$ cat config.mk
export PLATFORM = sky130hd
export DESIGN_NAME = fpsr_host
export DESIGN_NICKNAME = d
export VERILOG_FILES = /design/src/rtl/fpsr_bus_cycle.v /design/src/rtl/fpsr_host.v
export VERILOG_INCLUDE_DIRS = /design/src /design/src/common
export SDC_FILE = /design/constraint.sdc
export NUM_CORES = 1
export LEC_CHECK = 0
export BUFFER_PORTS_ARGS = -buffer_cell sky130_fd_sc_hd__buf_2
export CAP_MARGIN = 40
export CORE_UTILIZATION = 50
export CTS_CLUSTER_DIAMETER = 50
export CTS_CLUSTER_SIZE = 20
export DETAILED_ROUTE_END_ITERATION = 8
export PLACE_DENSITY = 0.72
export SETUP_SLACK_MARGIN = 0.1
export SLEW_MARGIN = 20
export SYNTH_ARGS = -nofsm -noshare
export SYNTH_HDL_FRONTEND = slang
export SYNTH_SLANG_ARGS = --single-unit
$ cat constraint.sdc
create_clock -name sys_clk -period 3.93 [get_ports sys_clk]
set_input_delay 0.5895 -clock sys_clk [delete_from_list [all_inputs] [get_ports sys_clk]]
set_output_delay 0.5895 -clock sys_clk [all_outputs]
set_load 0.02 [all_outputs]
$ cat src/common/fpsr_defs.vh
`ifndef FPSR_DEFS_VH
`define FPSR_DEFS_VH
// Register offsets (byte addresses)
`define FPSR_REG_CTRL 8'h00
`define FPSR_REG_ADDR 8'h04
`define FPSR_REG_DATA 8'h08
`define FPSR_REG_STAT 8'h0C
`define FPSR_REG_RDAT 8'h10
// Control fields
`define FPSR_CTRL_GO 0
`define FPSR_CTRL_CMD_LSB 1
// Commands
`define FPSR_CMD_PROG 2'h0
`define FPSR_CMD_READ 2'h1
`define FPSR_CMD_RESET 2'h2
// Status fields
`define FPSR_ST_BUSY 0
`define FPSR_ST_DONE 1
`define FPSR_ST_FAIL 2
`define FPSR_ST_RYBY 3
// Flash command codes
`define FPSR_UNLK1_ADDR 20'h00555
`define FPSR_UNLK1_DATA 8'hAA
`define FPSR_UNLK2_ADDR 20'h002AA
`define FPSR_UNLK2_DATA 8'h55
`define FPSR_PROG_CODE 8'hA0
`define FPSR_RESET_CODE 8'hF0
// Status bit positions in the read byte
`define FPSR_BIT_POLL 7
`define FPSR_BIT_TOG1 6
`define FPSR_BIT_TOUT 5
// Bus cycle phase count in clocks (50 ns each); setup and hold last this plus one, the pulse twice this plus one
`define FPSR_PHASE_CYC 4'h3
`endif

$ cat src/rtl/fpsr_bus_cycle.v
`timescale 1ns/1ps
// One asynchronous flash bus cycle: write pulse or read with capture
module fpsr_bus_cycle #(
  parameter AW = 20,
  parameter PHASE = 4'h3
) (
  // Clock and reset
  input wire sys_clk,
  input wire rstn,
  // Request
  input wire start,
  input wire is_write,
  input wire [AW-1:0] addr,
  input wire [7:0] wdata,
  output wire done,
  output reg [7:0] rdata,
  // Flash pins
  output reg [AW-1:0] flash_addr,
  output reg chip_select_n,
  output reg write_strobe_n,
  output reg output_strobe_n,
  output reg [7:0] dq_out,
  output reg dq_oe_n,
  input wire [7:0] dq_sync
);
  localparam S_IDLE = 2'h0;
  localparam S_SETUP = 2'h1;
  localparam S_PULSE = 2'h2;
  localparam S_HOLD = 2'h3;
  reg [1:0] state;
  reg [3:0] cnt;
  reg wr;
  assign done = (state == S_HOLD) && (cnt == 4'h0);
  // Phases stretched so synchronised read data settles before capture
  always @(posedge sys_clk) begin
    if (!rstn) begin
      state <= S_IDLE;
      cnt <= 4'h0;
      wr <= 1'b0;
      rdata <= 8'h00;
      flash_addr <= {AW{1'b0}};
      chip_select_n <= 1'b1;
      write_strobe_n <= 1'b1;
      output_strobe_n <= 1'b1;
      dq_out <= 8'h00;
      dq_oe_n <= 1'b1;
    end else begin
      case (state)
        S_IDLE: begin
          if (start) begin
            wr <= is_write;
            flash_addr <= addr;
            dq_out <= wdata;
            dq_oe_n <= ~is_write;
            chip_select_n <= 1'b0;
            cnt <= PHASE;
            state <= S_SETUP;
          end
        end
        S_SETUP: begin
          if (cnt == 4'h0) begin
            write_strobe_n <= ~wr;
            output_strobe_n <= wr;
            cnt <= PHASE + PHASE;
            state <= S_PULSE;
          end else begin
            cnt <= cnt - 4'h1;
          end
        end
        S_PULSE: begin
          if (cnt == 4'h0) begin
            // Each read edge on the output strobe makes the toggle bits move
            if (!wr) begin
              rdata <= dq_sync;
            end
            write_strobe_n <= 1'b1;
            output_strobe_n <= 1'b1;
            cnt <= PHASE;
            state <= S_HOLD;
          end else begin
            cnt <= cnt - 4'h1;
          end
        end
        S_HOLD: begin
          if (cnt == 4'h0) begin
            chip_select_n <= 1'b1;
            dq_oe_n <= 1'b1;
            state <= S_IDLE;
          end else begin
            cnt <= cnt - 4'h1;
          end
        end
        default: state <= S_IDLE;
      endcase
    end
  end
endmodule // fpsr_bus_cycle

$ cat src/rtl/fpsr_host.v
// Decided for this implementation: the AXI4-Lite interface to the registers and the register addresses.
`timescale 1ns/1ps
`include "fpsr_defs.vh"
module fpsr_host #(
  parameter AW = 20
) (
  // Clock and reset
  input wire sys_clk,
  input wire rstn,
  // AXI4-Lite write channels
  input wire [7:0] s_axi_awaddr,
  input wire s_axi_awvalid,
  output wire s_axi_awready,
  input wire [31:0] s_axi_wdata,
  input wire [3:0] s_axi_wstrb,
  input wire s_axi_wvalid,
  output wire s_axi_wready,
  output reg [1:0] s_axi_bresp,
  output reg s_axi_bvalid,
  input wire s_axi_bready,
  // AXI4-Lite read channels
  input wire [7:0] s_axi_araddr,
  input wire s_axi_arvalid,
  output wire s_axi_arready,
  output reg [31:0] s_axi_rdata,
  output reg [1:0] s_axi_rresp,
  output reg s_axi_rvalid,
  input wire s_axi_rready,
  // Flash pins
  output wire [AW-1:0] flash_addr,
  output wire chip_select_n,
  output wire write_strobe_n,
  output wire output_strobe_n,
  output wire [7:0] dq_out,
  output wire dq_oe_n,
  input wire [7:0] dq_in,
  input wire ready_busy_n
);
  localparam F_IDLE = 4'h0;
  localparam F_WR1 = 4'h1;
  localparam F_WR2 = 4'h2;
  localparam F_WR3 = 4'h3;
  localparam F_WR4 = 4'h4;
  localparam F_RDA = 4'h5;
  localparam F_RDB = 4'h6;
  localparam F_JUDGE = 4'h7;
  localparam F_RDC = 4'h8;
  localparam F_RDD = 4'h9;
  localparam F_JUDGE2 = 4'hA;
  localparam F_RESET = 4'hB;
  localparam F_READ = 4'hC;
  localparam F_WAIT = 4'hD;

  reg [3:0] state;
  reg [AW-1:0] addr_reg;
  reg [7:0] data_reg;
  reg [1:0] cmd;
  reg busy;
  reg done_flag;
  reg fail_flag;
  reg [7:0] rd_byte;
  reg [7:0] first_rd;
  reg [7:0] dq_meta;
  reg [7:0] dq_sync;
  reg rb_meta;
  reg rb_sync;
  reg cyc_start;
  reg cyc_write;
  reg [AW-1:0] cyc_addr;
  reg [7:0] cyc_data;
  wire cyc_done;
  wire [7:0] cyc_rdata;
  reg aw_held;
  reg w_held;
  reg [7:0] aw_addr;
  reg [31:0] w_data;
  wire wr_fire;
  wire go_write;
  wire [7:0] toggle_diff;

  // Pins from the flash pass two flops before use
  always @(posedge sys_clk) begin
    if (!rstn) begin
      dq_meta <= 8'h00;
      dq_sync <= 8'h00;
      rb_meta <= 1'b1;
      rb_sync <= 1'b1;
    end else begin
      dq_meta <= dq_in;
      dq_sync <= dq_meta;
      rb_meta <= ready_busy_n;
      rb_sync <= rb_meta;
    end
  end

  fpsr_bus_cycle #(
    .AW(AW),
    .PHASE(`FPSR_PHASE_CYC)
  ) u_cycle (
    .sys_clk(sys_clk),
    .rstn(rstn),
    .start(cyc_start),
    .is_write(cyc_write),
    .addr(cyc_addr),
    .wdata(cyc_data),
    .done(cyc_done),
    .rdata(cyc_rdata),
    .flash_addr(flash_addr),
    .chip_select_n(chip_select_n),
    .write_strobe_n(write_strobe_n),
    .output_strobe_n(output_strobe_n),
    .dq_out(dq_out),
    .dq_oe_n(dq_oe_n),
    .dq_sync(dq_sync)
  );

  // AXI write: address and data taken in either order, then response
  assign s_axi_awready = !aw_held && !s_axi_bvalid;
  assign s_axi_wready = !w_held && !s_axi_bvalid;
  assign wr_fire = aw_held && w_held && !s_axi_bvalid;
  assign go_write = wr_fire && (aw_addr == `FPSR_REG_CTRL) && w_data[`FPSR_CTRL_GO] && !busy;
  always @(posedge sys_clk) begin
    if (!rstn) begin
      aw_held <= 1'b0;
      w_held <= 1'b0;
      aw_addr <= 8'h00;
      w_data <= 32'h00000000;
      s_axi_bvalid <= 1'b0;
      s_axi_bresp <= 2'h0;
      addr_reg <= {AW{1'b0}};
      data_reg <= 8'h00;
    end else begin
      if (s_axi_awvalid && s_axi_awready) begin
        aw_held <= 1'b1;
        aw_addr <= s_axi_awaddr;
      end
      if (s_axi_wvalid && s_axi_wready) begin
        w_held <= 1'b1;
        w_data <= s_axi_wdata;
      end
      if (wr_fire) begin
        aw_held <= 1'b0;
        w_held <= 1'b0;
        s_axi_bvalid <= 1'b1;
        s_axi_bresp <= 2'h0;
        case (aw_addr)
          `FPSR_REG_ADDR: addr_reg <= w_data[AW-1:0];
          `FPSR_REG_DATA: data_reg <= w_data[7:0];
          `FPSR_REG_CTRL: s_axi_bresp <= 2'h0;
          default: s_axi_bresp <= 2'h2;
        endcase
      end else if (s_axi_bvalid && s_axi_bready) begin
        s_axi_bvalid <= 1'b0;
      end
    end
  end

  // AXI read: one cycle after address acceptance
  assign s_axi_arready = !s_axi_rvalid;
  always @(posedge sys_clk) begin
    if (!rstn) begin
      s_axi_rvalid <= 1'b0;
      s_axi_rdata <= 32'h00000000;
      s_axi_rresp <= 2'h0;
    end else if (s_axi_arvalid && s_axi_arready) begin
      s_axi_rvalid <= 1'b1;
      s_axi_rresp <= 2'h0;
      case (s_axi_araddr)
        `FPSR_REG_CTRL: s_axi_rdata <= {29'h0, cmd, 1'b0};
        `FPSR_REG_ADDR: s_axi_rdata <= {{(32-AW){1'b0}}, addr_reg};
        `FPSR_REG_DATA: s_axi_rdata <= {24'h000000, data_reg};
        `FPSR_REG_STAT: s_axi_rdata <= {28'h0000000, rb_sync, fail_flag, done_flag, busy};
        `FPSR_REG_RDAT: s_axi_rdata <= {24'h000000, rd_byte};
        default: begin
          s_axi_rdata <= 32'h00000000;
          s_axi_rresp <= 2'h2;
        end
      endcase
    end else if (s_axi_rvalid && s_axi_rready) begin
      s_axi_rvalid <= 1'b0;
    end
  end

  assign toggle_diff = first_rd ^ cyc_rdata;

  // Flash sequencer: program command writes then status polling, or one read or reset cycle
  always @(posedge sys_clk) begin
    if (!rstn) begin
      state <= F_IDLE;
      cmd <= `FPSR_CMD_PROG;
      busy <= 1'b0;
      done_flag <= 1'b0;
      fail_flag <= 1'b0;
      rd_byte <= 8'h00;
      first_rd <= 8'h00;
      cyc_start <= 1'b0;
      cyc_write <= 1'b0;
      cyc_addr <= {AW{1'b0}};
      cyc_data <= 8'h00;
    end else begin
      cyc_start <= 1'b0;
      case (state)
        F_IDLE: begin
          if (go_write) begin
            cmd <= w_data[`FPSR_CTRL_CMD_LSB+1:`FPSR_CTRL_CMD_LSB];
            busy <= 1'b1;
            done_flag <= 1'b0;
            fail_flag <= 1'b0;
            cyc_start <= 1'b1;
            if (w_data[`FPSR_CTRL_CMD_LSB+1:`FPSR_CTRL_CMD_LSB] == `FPSR_CMD_READ) begin
              cyc_write <= 1'b0;
              cyc_addr <= addr_reg;
              state <= F_READ;
            end else if (w_data[`FPSR_CTRL_CMD_LSB+1:`FPSR_CTRL_CMD_LSB] == `FPSR_CMD_RESET) begin
              cyc_write <= 1'b1;
              cyc_addr <= addr_reg;
              cyc_data <= `FPSR_RESET_CODE;
              state <= F_RESET;
            end else begin
              cyc_write <= 1'b1;
              cyc_addr <= `FPSR_UNLK1_ADDR;
              cyc_data <= `FPSR_UNLK1_DATA;
              state <= F_WR1;
            end
          end
        end
        F_WR1: if (cyc_done) begin
          cyc_start <= 1'b1;
          cyc_addr <= `FPSR_UNLK2_ADDR;
          cyc_data <= `FPSR_UNLK2_DATA;
          state <= F_WR2;
        end
        F_WR2: if (cyc_done) begin
          cyc_start <= 1'b1;
          cyc_addr <= `FPSR_UNLK1_ADDR;
          cyc_data <= `FPSR_PROG_CODE;
          state <= F_WR3;
        end
        F_WR3: if (cyc_done) begin
          // fourth pulse carries target and data
          cyc_start <= 1'b1;
          cyc_addr <= addr_reg;
          cyc_data <= data_reg;
          state <= F_WR4;
        end
        F_WR4: if (cyc_done) begin
          // status read at the programmed address
          cyc_start <= 1'b1;
          cyc_write <= 1'b0;
          state <= F_RDA;
        end
        F_RDA: if (cyc_done) begin
          first_rd <= cyc_rdata;
          cyc_start <= 1'b1;
          state <= F_RDB;
        end
        F_RDB: if (cyc_done) begin
          rd_byte <= cyc_rdata;
          state <= F_JUDGE;
        end
        F_JUDGE: begin
          // toggle stopped means done; poll bit differing from the data also flags failure
          if (!toggle_diff[`FPSR_BIT_TOG1]) begin
            fail_flag <= rd_byte[`FPSR_BIT_POLL] != data_reg[`FPSR_BIT_POLL];
            busy <= 1'b0;
            done_flag <= 1'b1;
            state <= F_IDLE;
          end else if (rd_byte[`FPSR_BIT_TOUT]) begin
            // timeout seen, check toggle once more
            cyc_start <= 1'b1;
            state <= F_RDC;
          end else begin
            // keep polling from the double read
            cyc_start <= 1'b1;
            state <= F_RDA;
          end
        end
        F_RDC: if (cyc_done) begin
          first_rd <= cyc_rdata;
          cyc_start <= 1'b1;
          state <= F_RDD;
        end
        F_RDD: if (cyc_done) begin
          rd_byte <= cyc_rdata;
          state <= F_JUDGE2;
        end
        F_JUDGE2: begin
          if (!toggle_diff[`FPSR_BIT_TOG1]) begin
            busy <= 1'b0;
            done_flag <= 1'b1;
            state <= F_IDLE;
          end else begin
            // still toggling means failure, send reset
            fail_flag <= 1'b1;
            cyc_start <= 1'b1;
            cyc_write <= 1'b1;
            cyc_data <= `FPSR_RESET_CODE;
            state <= F_RESET;
          end
        end
        F_RESET, F_READ: if (cyc_done) begin
          state <= F_WAIT;
        end
        F_WAIT: begin
          if (cmd == `FPSR_CMD_READ) begin
            rd_byte <= cyc_rdata;
          end
          busy <= 1'b0;
          done_flag <= 1'b1;
          state <= F_IDLE;
        end
        default: state <= F_IDLE;
      endcase
    end
  end
endmodule // fpsr_host

# --- Yosys cells after proc, flatten, opt, wreduce, memory -nomap -nowiden ---
# Index checks and enable logic that the tools add are counted.
word_totals:
  reg_bits: 215
  output_inout_bits: 73
  in_bits: 68
  elab_cells: 223
classes:
  eq_ne: 47
  bitwise: 4
  mux: 77
  n_addsub: 1
  n_reduce_logical: 58
ops:
  columns: ["operator", "n"]
  rows:
  - ["20-bit two-way mux", 6]
  - ["20-bit case mux with 5 select lines", 1]
  - ["20-bit case mux with 4 select lines", 1]
  - ["4-bit two-way mux", 19]
  - ["8-bit two-way mux", 8]
  - ["4-bit case mux with 12 select lines", 1]
  - ["8-bit case mux with 5 select lines", 1]
  - ["2-bit inequality test, second input constant", 18]
  - ["4-bit equality test, second input constant", 6]
  - ["8-bit by 4-bit equality test with 1-bit output, second input constant", 3]
  - ["1-bit two-way mux", 21]
  - ["4-bit by 3-bit equality test with 1-bit output, second input constant", 4]
  - ["8-bit by 3-bit equality test with 1-bit output, second input constant", 2]
  - ["8-bit logical NOT", 2]
  - ["4-bit case mux with 4 select lines", 1]
  - ["8-bit case mux with 2 select lines", 1]
  - ["1-bit case mux with 3 select lines", 5]
  - ["3-bit AND reduction", 5]
  - ["1-bit logical AND", 13]
  - ["2-bit two-way mux", 6]
  - ["2-bit AND reduction", 6]
  - ["4-bit AND reduction", 3]
  - ["10-bit AND reduction", 1]
  - ["2-bit nonzero test", 5]
  - ["other kinds (25)", 48]

# --- Logic depth before layout (Yosys ltp) ---
depth:
  word_depth: 7
  ltp_mapped: 8
  depth_no_buf: 7

# --- By module ---
# A second synthesis with hierarchy kept.
hier_totals:
  cells_unflattened: 950
  area_unflattened_um2: 8195.4
by_module_without_submodules:
  columns: ["mod", "cells_each", "area_each_um2", "seq_area_each_um2", "instances"]
  rows:
  - ["fpsr_host", 715, 6252.2, 2962.8, 1]
  - ["fpsr_bus_cycle", 235, 1943.1, 940.9, 1]

# --- Least setup slack after synthesis ---
# OpenSTA, ideal clock, no wires.
synth_path:
  path_type: "input-to-reg"
  from: "input port s_axi_araddr[0]"
  to: "register s_axi_rdata[10]"
  n_path_buf: 1
  slack_ns: 2.046
  required_ns: 3.864
  path_stages: 6
  setup_ns: 0.066
  arrival_ns: 1.819
  path_cell_list: "or4_4 -> nor3_4 -> and3_4 -> buf_6 -> a22oi_2 -> nor2_2"
synth_between:
  elab_chain_len: 2
  word_cells_on_any_way: 6
  classes_between: "4 x eq/ne; 1 x mux; 1 x reduce/logical"
synth_lines:
  columns: ["item", "line", "text"]
  rows:
  - ["from (decl)", "fpsr_host.v:22", "input wire [7:0] s_axi_araddr,"]
  - ["8-bit by 5-bit equality test with 1-bit output, or another cell as far along", "fpsr_host.v:168", "case (s_axi_araddr)"]
  - ["20-bit case mux with 5 select lines *", "fpsr_host.v:168", null]
  - ["to (signal assigned)", "fpsr_host.v:169", "`FPSR_REG_CTRL: s_axi_rdata <= {29'h0, cmd, 1'b0};"]
  - ["to (signal assigned)", "fpsr_host.v:170", "`FPSR_REG_ADDR: s_axi_rdata <= {{(32-AW){1'b0}}, addr_reg};"]
  - ["to (signal assigned)", "fpsr_host.v:171", "`FPSR_REG_DATA: s_axi_rdata <= {24'h000000, data_reg};"]
  - ["to (decl)", "fpsr_host.v:25", "output reg [31:0] s_axi_rdata,"]
# Every way passes the cells marked *; elsewhere a longest branch is shown, timed or not.
# A chain may end at the register's enable or synchronous reset.

# --- Worst setup path after layout ---
layout_path:
  from: "register u_cycle.state[1]"
  to: "register cyc_addr[15]"
layout_between:
  elab_chain_len: 4
  word_cells_on_any_way: 6
  classes_between: "4 x eq/ne; 2 x reduce/logical"
layout_lines:
  columns: ["item", "line", "text"]
  rows:
  - ["from (decl)", "fpsr_bus_cycle.v:30", "reg [1:0] state;"]
  - ["from (signal assigned)", "fpsr_bus_cycle.v:37", "state <= S_IDLE;"]
  - ["from (signal assigned)", "fpsr_bus_cycle.v:57", "state <= S_SETUP;"]
  - ["from (signal assigned)", "fpsr_bus_cycle.v:65", "state <= S_PULSE;"]
  - ["2-bit equality test *", "fpsr_bus_cycle.v:33", "assign done = (state == S_HOLD) && (cnt == 4'h0);"]
  - ["1-bit logical AND *", "fpsr_bus_cycle.v:33", null]
  - ["2-bit inequality test (no line)", null, null]
  - ["5-bit AND reduction (no line) *", null, null]
  - ["to (signal assigned)", "fpsr_host.v:198", "cyc_addr <= {AW{1'b0}};"]
  - ["to (signal assigned)", "fpsr_host.v:212", "cyc_addr <= addr_reg;"]
  - ["to (signal assigned)", "fpsr_host.v:216", "cyc_addr <= addr_reg;"]
  - ["to (decl)", "fpsr_host.v:69", "reg [AW-1:0] cyc_addr;"]
# Marks and branches as above.

==> run_results.csv <==
group,metric,value,unit
cells_and_area,drive_gt1_frac,0.1856,
job,maxCapViolCount,0,
power_and_ir_drop,combPwrFrac,0.086,
timing,finClkSkew,0.008247,ns
logic_synthesis,ys_warn_count,0,
critical_path,start_kind,"register",
logic_synthesis,avgSynthCellArea,8.596,µm²
power_and_ir_drop,seqPwrFrac,0.489,
timing,max_slew.worst_pin.slew,0.8458,ns
logic_synthesis,yosysUniqueCellTypes,78,
timing,finalCritPeriodShare,0.5897,
min_path,min-delay-path-class,"in2reg",
cells_and_area,layout.cells.most_common,"nand2_1",
route,postRouteAntennaNets,0,
critical_path,crit_required,4.29,ns
critical_path,slowest_stage,"nand4bb_1",
timing,fin_setup_tns,0,ns
cells_and_area,regArea,3904,µm²
cts,clk_transition_reported_paths,0.07,ns
timing,setup_viol,0,
power_and_ir_drop,vdd_drop_max,0.2990,mV
power_and_ir_drop,power,0.004214,W
critical_path,path_cells,"ha_1, nand4bb_1, mux2i_4, and2_4, mux2i_1",
timing,final.min_clock_period,2.317,ns
logic_synthesis,yosysSeqAreaShare,0.4629,
cells_and_area,antenna_cells,0,
floorplanning,coreArea,16520,µm²
timing,hold-worst-slack,0.3372,ns
place,place_inst,1254,
grt,grt_overflow_total,0,
cells_and_area,final_cells,1287,
cts,clock_sinks,195,
cts,ctsRootBufferMaster,"clkbuf_16",
logic_synthesis,syn_inst,981,
cts,cts_resized,0,
route,drc_errors,0,
floorplanning,dieHeight,131.9,µm
cts,tritoncts,"done",
grt,grt_max_degree,84,
place,gp_congestion,0.8881,
route,vias_per_cell,5.398,
logic_synthesis,synth_edf_count,0,
timing,rsz0062_at_grt,"no",
critical_path,rr_worst_depth,5,
power_and_ir_drop,p_clk_frac,0.425,
grt,first_global_vias,6200,
power_and_ir_drop,power_leakage,3.638,nW
floorplanning,core.rowCount,47,
timing,finalHoldViolCount,0,
critical_path,critPathMaxFanout,20,
min_path,worstHoldPathCells,2,
cts,hold_buffers,0,
floorplanning,io_pins,141,
cts,cts_buffer_depth,2,
grt,grt_util_all_layers,0.2295,
place,dp_hpwl,13170,µm
timing,timing.slew.headroom,0.4354,
cts,cts_buffers,17,
critical_path,slowest_delay,0.49,ns
cts,insertion_delay,0.43,ns
critical_path,cp-end-kind,"register",
cells_and_area,fin_nets,1131,
cts,cts.htree.levels,4,
floorplanning,die-area,17390,µm²
place,port_buffers,110,
grt,grt_pass1_wl,32040,µm
power_and_ir_drop,p_int,0.003124,W
cells_and_area,layout_common_cells,"217 x nand2_1, 195 x dfxtp_1, 123 x a21oi_1",
floorplanning,die_width,131.9,µm
logic_synthesis,synth_ff_type,"dfxtp_1",
status,status,"complete, no violations",
cells_and_area,area_delta_synth_final,13.72,%
logic_synthesis,synth-seq-cells,195,
logic_synthesis,synth_area,8433,µm²
route,first_pass_iters,5,
grt,antenna_found_initial,0,
power_and_ir_drop,swShare,0.2587,
route,drt_iter0_markers,613,
cells_and_area,multi_input_comb_area,4088,µm²
cells_and_area,fillers,1531,
timing,fmax,0.4315,GHz
critical_path,critPathArrivalTime,2.68,ns
route,via_count,6947,
route,wl_per_cell,15.09,µm
critical_path,crit_type,"reg2reg",
route,routed_wl,19420,µm
floorplanning,initial_core_util,0.5103,
power_and_ir_drop,p_sw,0.001090,W
logic_synthesis,async_flop_share,0,
power_and_ir_drop,pwr_density_cell,439.4,nW/µm²
cts,cts_setup_buffers,0,
timing,slew_violations,0,
## logic make-up (layout without fill, tap and decap cells)
kind of cell	after synthesis	in the layout	share of synthesized area
multiplexers	40	40	0.04896
buffers and inverters	90	163	0.05816
AND/OR/NAND/NOR	391	391	0.2248
flip-flops	195	195	0.4629
AO/OA/AOI/OAI	249	249	0.1852
adder cells (fa/ha/maj)	9	9	0.01335
XOR/XNOR	6	6	0.006233
other	1	14	0.0004447
## final cells by class
class,count,share of cell area
Clock inverter,13,0.01800
Inverter,12,0.004958
Tap cell,220,0.02870
Sequential cell,195,0.4070
Multi-Input combinational cell,709,0.4262
Clock buffer,19,0.04618
Timing Repair Buffer,119,0.06888
## critical path: cells and delay by family (launching register included)
kind | cells | cell delay, ns
adder cells (fa/ha/maj) | 1 | 0.36
flip-flops | 1 | 0.39
multiplexers | 2 | 0.63
AND/OR/NAND/NOR | 2 | 0.86
## cells in the mapped netlist (all sizes together) (2+ instances only)
cell type,count,area [µm²]
a2bb2oi,2,17.52
a22o,9,78.83
mux2i,40,412.9
and2,31,198.9
o21a,4,30.03
nor4b,2,32.53
and3,2,18.77
a22oi,19,192.7
nor2,72,320.3
xor2,3,26.28
o211ai,2,15.01
nand3,20,100.1
nand4b,3,26.28
buf,39,270.3
o221a,7,78.82
a211oi,16,120.1
clkbuf,38,162.7
nand4,4,40.04
nand2b,7,43.79
o2111ai,2,17.52
o31ai,2,15.01
a21oi,125,633.1
dfxtp,195,3904
o22ai,3,18.77
nor3,7,51.30
nand2,217,814.5
a31oi,3,18.77
nor2b,8,50.05
xnor2,3,26.28
inv,11,41.29
o21ai,45,236.5
nor4,4,55.05
nand4bb,2,22.52
ha,9,112.6
nand3b,3,35.03
## per-layer routing
metal / part of all wire / global-route usage
met4: 0.016 / 0.08463
met2: 0.44 / 0.3448
met5: 0 / 0
met3: 0.061 / 0.04229
met1: 0.49 / 0.3272
## stage by stage
| step | setup WS [ns] | util | instance area [µm²] |
|---|---|---|---|
| 3_5_place_dp | 1.643 | 0.5415 | 8947 |
| 6_report | 1.613 | 0.5804 | 9590 |
| 2_1_floorplan | 2.046 | - | 8482 |
| 4_1_cts | 1.621 | 0.5787 | 9563 |
| 3_3_place_gp | 1.686 | 0.5387 | 8902 |
| 5_1_grt | 1.454 | 0.5804 | 9590 |
## power groups by stage
stage | logic, W | registers (W) | clock network (W)
floorplan | 0.000275 | 0.00210 | 0
global placement | 0.000355 | 0.00211 | 0
detailed placement | 0.000358 | 0.00211 | 0
CTS | 0.000360 | 0.00206 | 0.00182
global route | 0.000407 | 0.00207 | 0.00190
finish | 0.000364 | 0.00206 | 0.00179
## final timing paths
kind                         start  slack (ns)           end
hold / removal        s_axi_rready        0.34  s_axi_rvalid
setup reg to reg  u_cycle.state[1]        1.61  cyc_addr[15]
hold reg to reg            rb_meta        0.41       rb_sync
setup / recovery  u_cycle.state[1]        1.61  cyc_addr[15]
Note: power is estimated with default switching activity, not from simulation.
